[src/l0pr_defines.svh]
`ifndef L0PR_DEFINES_SVH
`define L0PR_DEFINES_SVH

// register offsets of the read-only bank
`define L0PR_OFS_LANE_ID     12'h402
`define L0PR_OFS_SCR_LANES   12'h403
`define L0PR_OFS_OCTETS      12'h404
`define L0PR_OFS_FRAMES      12'h405
`define L0PR_OFS_CONVERTERS  12'h406
`define L0PR_OFS_CTRL_RES    12'h407
`define L0PR_OFS_SUBCL_NP    12'h408
`define L0PR_OFS_VER_SAMPLES 12'h409
`define L0PR_OFS_DENSITY     12'h40A

// bank size and value of every field after reset
`define L0PR_NUM_REGS        9
`define L0PR_RO_RESET        8'h00

// octet positions in the lane 0 setup sequence
`define L0PR_OCT_DEV_ID      4'h0
`define L0PR_OCT_LANE_ID     4'h2
`define L0PR_OCT_LAST        4'hA

// field positions inside an octet
`define L0PR_TOP_BIT         7
`define L0PR_HI3_MSB         7
`define L0PR_HI3_LSB         5
`define L0PR_CS_LSB          6
`define L0PR_LO5_MSB         4

// readable-bit masks, lane id register in the low byte
`define L0PR_RO_MASKS        72'h9F_FF_FF_DF_FF_1F_FF_9F_1F

// legal encodings of the value-minus-one counts
`define L0PR_F_ONE           8'h00
`define L0PR_F_TWO           8'h01
`define L0PR_F_FOUR          8'h03
`define L0PR_K_16            5'h0F
`define L0PR_K_32            5'h1F
`define L0PR_M_MAX           8'h01
`define L0PR_CS_ZERO         2'h0
`define L0PR_N_16            5'h0F
`define L0PR_NP_16           5'h0F
`define L0PR_S_MAX           5'h01

`endif

[src/l0pr_pkg.sv]
`default_nettype none
package l0pr_pkg;

  typedef logic [7:0] l0pr_octet_t;

  // link parameters as carried on the link, counts held minus one
  typedef struct packed {
    logic [4:0] lane_id;
    logic       scramble;
    logic [4:0] lanes_m1;
    logic [7:0] octets_m1;
    logic [4:0] frames_m1;
    logic [7:0] conv_m1;
    logic [1:0] ctrl_bits;
    logic [4:0] res_m1;
    logic [2:0] subclass;
    logic [4:0] bits_m1;
    logic [2:0] version;
    logic [4:0] samples_m1;
    logic       high_density;
    logic [4:0] ctrl_words;
  } l0pr_cfg_t;

  typedef enum logic {L0PR_TX_IDLE, L0PR_TX_SEND} l0pr_tx_state_t;

endpackage
`default_nettype wire

[src/l0pr_link_if.sv]
`timescale 1ns/10ps
`default_nettype none
// setup octet stream from the link transmitter to lane 0 of the receiver
interface l0pr_link_if;
  logic       cfg_valid;
  logic       cfg_first;
  logic [7:0] cfg_octet;

  modport tx (output cfg_valid, output cfg_first, output cfg_octet);
  modport rx (input cfg_valid, input cfg_first, input cfg_octet);
endinterface
`default_nettype wire

[src/l0pr_cap_reg.sv]
`timescale 1ns/10ps
`default_nettype none
`include "l0pr_defines.svh"
module l0pr_cap_reg
#(
  parameter logic [7:0] MASK = 8'hFF
)(
  input  wire logic       mclk,
  input  wire logic       rst_n,
  input  wire logic       load,
  input  wire logic [7:0] din,
  output logic      [7:0] dout
);
  logic [7:0] val_q;
  logic [7:0] val_d;

  // reserved bits never store, so they always read zero
  always_comb
  begin
    val_d = val_q;
    if (load)
    begin
      val_d = din & MASK;
    end
  end

  always_ff @(posedge mclk or negedge rst_n)
  begin
    if (!rst_n)
    begin
      val_q <= `L0PR_RO_RESET;
    end
    else
    begin
      val_q <= val_d;
    end
  end

  assign dout = val_q;
endmodule
`default_nettype wire

[src/l0pr_link_rx.sv]
`timescale 1ns/10ps
`default_nettype none
// Notes on behaviour
// - lane 0 parameters stored read-only, zero after reset
// - lane id in five low bits
// - scrambling flag in top bit
// - lane count minus one, five bits
// - octets per frame minus one: 0,1,3
// - frames per multiframe minus one: 0x0F,0x1F
// - transmitter sends converter count minus one: 0 or 1
// - transmitter sends zero control bits, top two bits
// - resolution minus one, only 0x0F
// - subclass in three upper bits
// - bits per sample minus one, only 0x0F
// - version field: 000 original, 001 B
// - samples per frame minus one: 0 or 1
// - high density flag in top bit
`include "l0pr_defines.svh"
module l0pr_link_rx
  import l0pr_pkg::*;
#(
  parameter int unsigned NUM_REGS = `L0PR_NUM_REGS
)(
  input  wire logic        mclk,
  input  wire logic        rst_n,
  l0pr_link_if.rx          link,
  input  wire logic        rd_en,
  input  wire logic [11:0] rd_addr,
  output logic      [7:0]  rd_data,
  output logic             rd_valid,
  output logic             setup_active,
  output logic             setup_done,
  output logic             param_err,
  output l0pr_cfg_t        rx_cfg,
  output logic      [4:0]  rx_lane_zero_ident,
  output logic             rx_scramble_flag,
  output logic      [2:0]  rx_subclass_version,
  output logic      [4:0]  rx_total_bits_per_sample_m1,
  output logic      [2:0]  rx_link_version,
  output logic             rx_high_density_flag
);
  localparam logic [8*`L0PR_NUM_REGS-1:0] MASKS = `L0PR_RO_MASKS;

  logic       active_q;
  logic       active_d;
  logic [3:0] idx_q;
  logic [3:0] idx_d;
  logic       done_q;
  logic       done_d;
  logic       err_q;
  logic       err_d;
  logic [7:0] rdat_q;
  logic [7:0] rdat_d;
  logic       rval_q;
  logic       rval_d;
  logic [3:0] cur_idx;
  logic       take;
  logic       cfg_ok;
  logic [7:0] bank [NUM_REGS];
  logic [11:0] rd_rel;

  // a first octet always restarts the sequence; stray octets are ignored
  always_comb
  begin
    cur_idx  = link.cfg_first ? `L0PR_OCT_DEV_ID : idx_q;
    take     = link.cfg_valid && (link.cfg_first || active_q);
    active_d = active_q;
    idx_d    = idx_q;
    done_d   = 1'b0;
    if (take)
    begin
      idx_d    = cur_idx + 4'h1;
      active_d = (cur_idx != `L0PR_OCT_LAST);
      done_d   = (cur_idx == `L0PR_OCT_LAST);
    end
  end

  always_ff @(posedge mclk or negedge rst_n)
  begin
    if (!rst_n)
    begin
      active_q <= 1'b0;
      idx_q    <= 4'h0;
      done_q   <= 1'b0;
    end
    else
    begin
      active_q <= active_d;
      idx_q    <= idx_d;
      done_q   <= done_d;
    end
  end

  // one capture register per octet from lane id to density
  generate
    for (genvar i = 0; i < NUM_REGS; i++)
    begin : g_bank
      logic load;
      assign load = take && (cur_idx == `L0PR_OCT_LANE_ID + 4'(i));
      l0pr_cap_reg #(
        .MASK (MASKS[8*i +: 8])
      ) u_reg (
        .mclk  (mclk),
        .rst_n (rst_n),
        .load  (load),
        .din   (link.cfg_octet),
        .dout  (bank[i])
      );
    end
  endgenerate

  // field view of the bank
  assign rx_cfg.lane_id      = bank[0][`L0PR_LO5_MSB:0];
  assign rx_cfg.scramble     = bank[1][`L0PR_TOP_BIT];
  assign rx_cfg.lanes_m1     = bank[1][`L0PR_LO5_MSB:0];
  assign rx_cfg.octets_m1    = bank[2];
  assign rx_cfg.frames_m1    = bank[3][`L0PR_LO5_MSB:0];
  assign rx_cfg.conv_m1      = bank[4];
  assign rx_cfg.ctrl_bits    = bank[5][`L0PR_TOP_BIT:`L0PR_CS_LSB];
  assign rx_cfg.res_m1       = bank[5][`L0PR_LO5_MSB:0];
  assign rx_cfg.subclass     = bank[6][`L0PR_HI3_MSB:`L0PR_HI3_LSB];
  assign rx_cfg.bits_m1      = bank[6][`L0PR_LO5_MSB:0];
  assign rx_cfg.version      = bank[7][`L0PR_HI3_MSB:`L0PR_HI3_LSB];
  assign rx_cfg.samples_m1   = bank[7][`L0PR_LO5_MSB:0];
  assign rx_cfg.high_density = bank[8][`L0PR_TOP_BIT];
  assign rx_cfg.ctrl_words   = bank[8][`L0PR_LO5_MSB:0];

  assign rx_lane_zero_ident          = rx_cfg.lane_id;
  assign rx_scramble_flag            = rx_cfg.scramble;
  assign rx_subclass_version         = rx_cfg.subclass;
  assign rx_total_bits_per_sample_m1 = rx_cfg.bits_m1;
  assign rx_link_version             = rx_cfg.version;
  assign rx_high_density_flag        = rx_cfg.high_density;

  // legality of what the transmitter advertised
  always_comb
  begin
    cfg_ok = 1'b1;
    if (!(rx_cfg.octets_m1 == `L0PR_F_ONE || rx_cfg.octets_m1 == `L0PR_F_TWO
          || rx_cfg.octets_m1 == `L0PR_F_FOUR))
    begin
      cfg_ok = 1'b0;
    end
    if (!(rx_cfg.frames_m1 == `L0PR_K_16 || rx_cfg.frames_m1 == `L0PR_K_32))
    begin
      cfg_ok = 1'b0;
    end
    if (rx_cfg.conv_m1 > `L0PR_M_MAX)
    begin
      cfg_ok = 1'b0;
    end
    if (rx_cfg.ctrl_bits != `L0PR_CS_ZERO)
    begin
      cfg_ok = 1'b0;
    end
    if (rx_cfg.res_m1 != `L0PR_N_16)
    begin
      cfg_ok = 1'b0;
    end
    if (rx_cfg.bits_m1 != `L0PR_NP_16)
    begin
      cfg_ok = 1'b0;
    end
    if (rx_cfg.samples_m1 > `L0PR_S_MAX)
    begin
      cfg_ok = 1'b0;
    end
  end

  // checked one cycle after the last octet, once the bank has settled;
  // a new sequence clears the flag, the judgement at its end sets it again only for an illegal set
  always_comb
  begin
    err_d = err_q;
    if (take && link.cfg_first)
    begin
      err_d = 1'b0;
    end
    if (done_q)
    begin
      err_d = !cfg_ok;
    end
  end

  always_ff @(posedge mclk or negedge rst_n)
  begin
    if (!rst_n)
    begin
      err_q <= 1'b0;
    end
    else
    begin
      err_q <= err_d;
    end
  end

  // read port: answer one cycle later, unmapped offsets read zero
  always_comb
  begin
    rd_rel = rd_addr - `L0PR_OFS_LANE_ID;
    rdat_d = rdat_q;
    rval_d = rd_en;
    if (rd_en)
    begin
      rdat_d = 8'h00;
      if (rd_addr >= `L0PR_OFS_LANE_ID && rd_addr <= `L0PR_OFS_DENSITY)
      begin
        rdat_d = bank[rd_rel[3:0]];
      end
    end
  end

  always_ff @(posedge mclk or negedge rst_n)
  begin
    if (!rst_n)
    begin
      rdat_q <= 8'h00;
      rval_q <= 1'b0;
    end
    else
    begin
      rdat_q <= rdat_d;
      rval_q <= rval_d;
    end
  end

  assign rd_data      = rdat_q;
  assign rd_valid     = rval_q;
  assign setup_active = active_q;
  assign setup_done   = done_q;
  assign param_err    = err_q;
endmodule
`default_nettype wire

[src/flat_wrapper.sv]
// flat-port wrapper written by rule: the top's interface ports become plain ports
module l0pr_link_rx_flat import l0pr_pkg::*;
#(
  parameter int unsigned NUM_REGS = `L0PR_NUM_REGS
)
  (mclk, rst_n, rd_en, rd_addr, rd_data, rd_valid, setup_active, setup_done, param_err, rx_cfg, rx_lane_zero_ident, rx_scramble_flag, rx_subclass_version, rx_total_bits_per_sample_m1, rx_link_version, rx_high_density_flag, link_cfg_valid, link_cfg_first, link_cfg_octet);
  l0pr_link_if link_i ();
  input  wire logic mclk;
  input  wire logic rst_n;
  input  wire logic rd_en;
  input  wire logic [11:0] rd_addr;
  output logic      [7:0] rd_data;
  output logic rd_valid;
  output logic setup_active;
  output logic setup_done;
  output logic param_err;
  output l0pr_cfg_t rx_cfg;
  output logic      [4:0] rx_lane_zero_ident;
  output logic rx_scramble_flag;
  output logic      [2:0] rx_subclass_version;
  output logic      [4:0] rx_total_bits_per_sample_m1;
  output logic      [2:0] rx_link_version;
  output logic rx_high_density_flag;
  input wire logic [$bits(link_i.cfg_valid)-1:0] link_cfg_valid;
  input wire logic [$bits(link_i.cfg_first)-1:0] link_cfg_first;
  input wire logic [$bits(link_i.cfg_octet)-1:0] link_cfg_octet;
  assign link_i.cfg_valid = link_cfg_valid;
  assign link_i.cfg_first = link_cfg_first;
  assign link_i.cfg_octet = link_cfg_octet;
  l0pr_link_rx #(.NUM_REGS(NUM_REGS)) u_core (.mclk(mclk), .rst_n(rst_n), .link(link_i), .rd_en(rd_en), .rd_addr(rd_addr), .rd_data(rd_data), .rd_valid(rd_valid), .setup_active(setup_active), .setup_done(setup_done), .param_err(param_err), .rx_cfg(rx_cfg), .rx_lane_zero_ident(rx_lane_zero_ident), .rx_scramble_flag(rx_scramble_flag), .rx_subclass_version(rx_subclass_version), .rx_total_bits_per_sample_m1(rx_total_bits_per_sample_m1), .rx_link_version(rx_link_version), .rx_high_density_flag(rx_high_density_flag));
endmodule
[config.mk]
export PLATFORM = sky130hd
export DESIGN_NAME = l0pr_link_rx_flat
export DESIGN_NICKNAME = d
export VERILOG_FILES = /design/src/l0pr_pkg.sv /design/src/l0pr_link_if.sv /design/src/l0pr_cap_reg.sv /design/src/l0pr_link_rx.sv /design/src/flat_wrapper.sv
export VERILOG_INCLUDE_DIRS = /design/src
export SDC_FILE = /design/constraint.sdc
export NUM_CORES = 1
export LEC_CHECK = 0
export ABC_AREA = 1
export BUFFER_PORTS_ARGS = -buffer_cell sky130_fd_sc_hd__buf_2
export CAP_MARGIN = 20
export CORE_MARGIN = 2
export CORE_UTILIZATION = 35
export CTS_CLUSTER_DIAMETER = 60
export DETAILED_ROUTE_END_ITERATION = 7
export HOLD_SLACK_MARGIN = 0.12
export PLACE_DENSITY = 0.58
export SLEW_MARGIN = 25
export SYNTH_ARGS = -nofsm -noshare
export SYNTH_HDL_FRONTEND = slang
export SYNTH_HIERARCHICAL = 1
export SYNTH_SLANG_ARGS = --single-unit
[constraint.sdc]
create_clock -name mclk -period 1.6 [get_ports mclk]
set_input_delay 0.08 -clock mclk [delete_from_list [all_inputs] [get_ports mclk]]
set_output_delay 0.08 -clock mclk [all_outputs]
set_load 0.1 [all_outputs]
==> summary.txt <==
maximum fanout along the worst path = 8
syn_area_per_cell = 7.29 µm²
crit end category = flip-flop
final setup violation count = 0
Slew headroom = 0.505
clock root buffer = clkbuf_16
1st-iter DRT viols = 243
clk_skew = 0.00829 ns
Num CTS Buffers = 9
H-tree levels = 3
CP arrival = 1.77 ns
Startpoint Class = flip-flop
status = finished, final reports clean
Yosys reg bits = 77
RD Place Congestion = 0.884
final WL = 13400 µm
total die area = 0.0131 mm²
yosys warns = 6
Core ar. = 0.0120 mm²
clock-pin slew on the worst setup and hold paths = 0.06 ns
initial antenna violation count = 0
worst skew pair latency = 0.34 ns
Port Buf Inserts = 115
Slew Limit Fails = 0
first-pass GRT wire length = 21100 µm
routed length per instance = 15.7 µm
Vias/cell = 4.82
Detailed Place HPWL = 9630 µm
fmax = 673 MHz
Worst Max-Slew Pin Slew = 0.740 ns
Clock Tree Buf Depth = 2
diode count = 0
max-cap violations = 0
placed inst area = 0.00484 mm²
post-route cell area = 0.00533 mm²
routed vias = 4113
drt first pass iters = 5
Mapped Area = 0.00427 mm²
Seq. cell area = 0.00193 mm²
footprint of the multi-input gates = 0.00188 mm²
Fin. Hold Viols = 0
Die Width = 114 µm
layout cell share with drive strength beyond 1 = 0.253
delay of the slowest critical-path stage = 0.36 ns
Final min period = 1.49 ns
Rows = 40
Setup CP Type = reg2reg
CTS tree = built
All-Layer GR Usage = 0.212
final critical-path share of the clock period = 0.929
Die H = 114 µm
remaining global-route overflow = 0
distinct cell type count after synthesis = 28
largest net degree at the start of global routing = 43
WP data required = 1.89 ns
Syn Inst Count = 585
fill count = 1237
Area Growth Syn to Fin = 25.0%
antenna viol nets, final = 0
worst hold path type = in2reg
CP Cell Sequence = inv_1, nor2_2, ha_1, inv_1, nor3_2, buf_6, buf_4, nand2_1, nand2_1
CTS Sinks = 77
DRC = 0
IO Count = 116
initial cell density of the core = 0.357
slowest CP cell = dfrtp_1
vias in the first global route = 3906
Seq/Total Area, Yosys = 0.452
Layout Nets = 733
## through the flow
stage | std cells | util | hold WS [ns] | TNS, ns | setup WS [ns]
detailed placement | 822 | 0.404 | 0.123 | -0.326 | -0.0651
CTS | 850 | 0.440 | 0.162 | 0 | 0.0166
finish | 854 | 0.446 | 0.152 | 0 | 0.113
floorplan | 591 | - | -0.216 | -0.0295 | -0.00591
global placement | 822 | 0.404 | 0.119 | -0.0501 | -0.0108
global route | 854 | 0.446 | 0.192 | -0.0157 | -0.00878
## critical path: cells and delay by family (launching register included)
kind | cells | cell delay (ns)
flops | 1 | 0.36
simple gates | 4 | 0.50
fa+ha+maj | 1 | 0.18
buf+inv | 4 | 0.38
## layout by cell type (no fill, tap or decap), drive strengths merged
master,n
clkinv,2
nor3b,1
nor3,7
inv,40
clkbuf,10
o211ai,1
xnor2,1
conb,11
dlygate4sd3,12
nand4,2
nor2,33
ha,6
a21oi,14
o21ai,10
clkinvlp,3
dfrtp,77
nand3,58
nand3b,2
buf,134
bufinv,1
nand2,282
## per-layer routing
layer  global-route usage  vias to the layer above  wire length (µm)
met5                    0                        -                 0
met4               0.0919                        0               343
met3               0.0402                       25               760
met2                0.343                      147              6410
met1                0.276                     1933              5870
li1                     -                     2008                 -
## registers in the layout, summed over array words and instances, names as in the netlist
register / count
u_core/setup_active: 1
u_core/param_err: 1
u_core/rd_valid: 1
u_core/setup_done: 1
u_core/idx_q: 4
u_core/rd_data: 8
u_core/g_bank.u_reg/dout: 61
## area by class of cell
| class | count | share of cell area |
|---|---|---|
| Sequential cell | 77 | 0.362 |
| Multi-Input combinational cell | 428 | 0.353 |
| Clock buffer | 10 | 0.0448 |
| Inverter | 40 | 0.0291 |
| Timing Repair Buffer | 146 | 0.165 |
| Tap cell | 147 | 0.0345 |
| Clock inverter | 6 | 0.0117 |
## synthesized netlist by cell type
cell,number,area share
a21oi_1,14,0.016
buf_2,4,0.0047
buf_4,33,0.058
buf_6,8,0.021
clkbuf_1,1,0.00088
conb_1,5,0.0044
dfrtp_1,77,0.45
ha_1,6,0.018
inv_1,28,0.025
inv_2,11,0.0097
inv_4,1,0.0015
nand2_1,281,0.25
nand2_4,1,0.0026
nand3_1,57,0.067
nand3_4,1,0.0041
nand3b_1,2,0.0035
nand4_1,2,0.0029
nor2_1,31,0.027
nor2_2,1,0.0015
nor2_4,1,0.0026
nor3_1,6,0.0070
nor3_4,1,0.0038
nor3b_1,1,0.0018
o211ai_1,1,0.0018
o21ai_0,7,0.0082
o21ai_1,2,0.0023
o21ai_2,1,0.0021
xnor2_2,1,0.0038
## path summary, 6_finish.rpt
| path | start | end | slack (ns) | cells after the start |
|---|---|---|---|---|
| setup / recovery | u_core/idx_q[0] | u_core/g_bank[7].u_reg/dout[2] | 0.11 | 9 |
| hold / removal | rd_addr[11] | u_core/rd_data[0] | 0.15 | 6 |
| setup reg to reg | u_core/idx_q[0] | u_core/g_bank[7].u_reg/dout[2] | 0.11 | 9 |
| hold reg to reg | u_core/rd_data[7] | u_core/rd_data[7] | 0.48 | 2 |
| max in group asynchronous | rst_n | u_core/g_bank[2].u_reg/dout[4] | 0.75 | 3 |
| min in group asynchronous | rst_n | u_core/g_bank[6].u_reg/dout[1] | 0.28 | 2 |
## timing repair
item	4_1_cts	5_1_grt
buffers inserted	0	4
resized for setup	2	8
hold buffers	12	0
endpoints found under the setup margin	11	57
hold endpoints to repair	103	0
cloned	0	0
pin swaps	0	2
## cells by family after synthesis
logic type               share of synthesized area
AO/OA/AOI/OAI                               0.0308
XOR/XNOR                                   0.00381
adder cells (fa/ha/maj)                     0.0176
buffers and inverters                        0.121
flip-flops                                   0.452
other                                      0.00440
AND/OR/NAND/NOR                              0.371
Power is left out: the tool's default activity adds up to more than one toggle a clock period on the data nets, which glitch-free logic cannot reach.
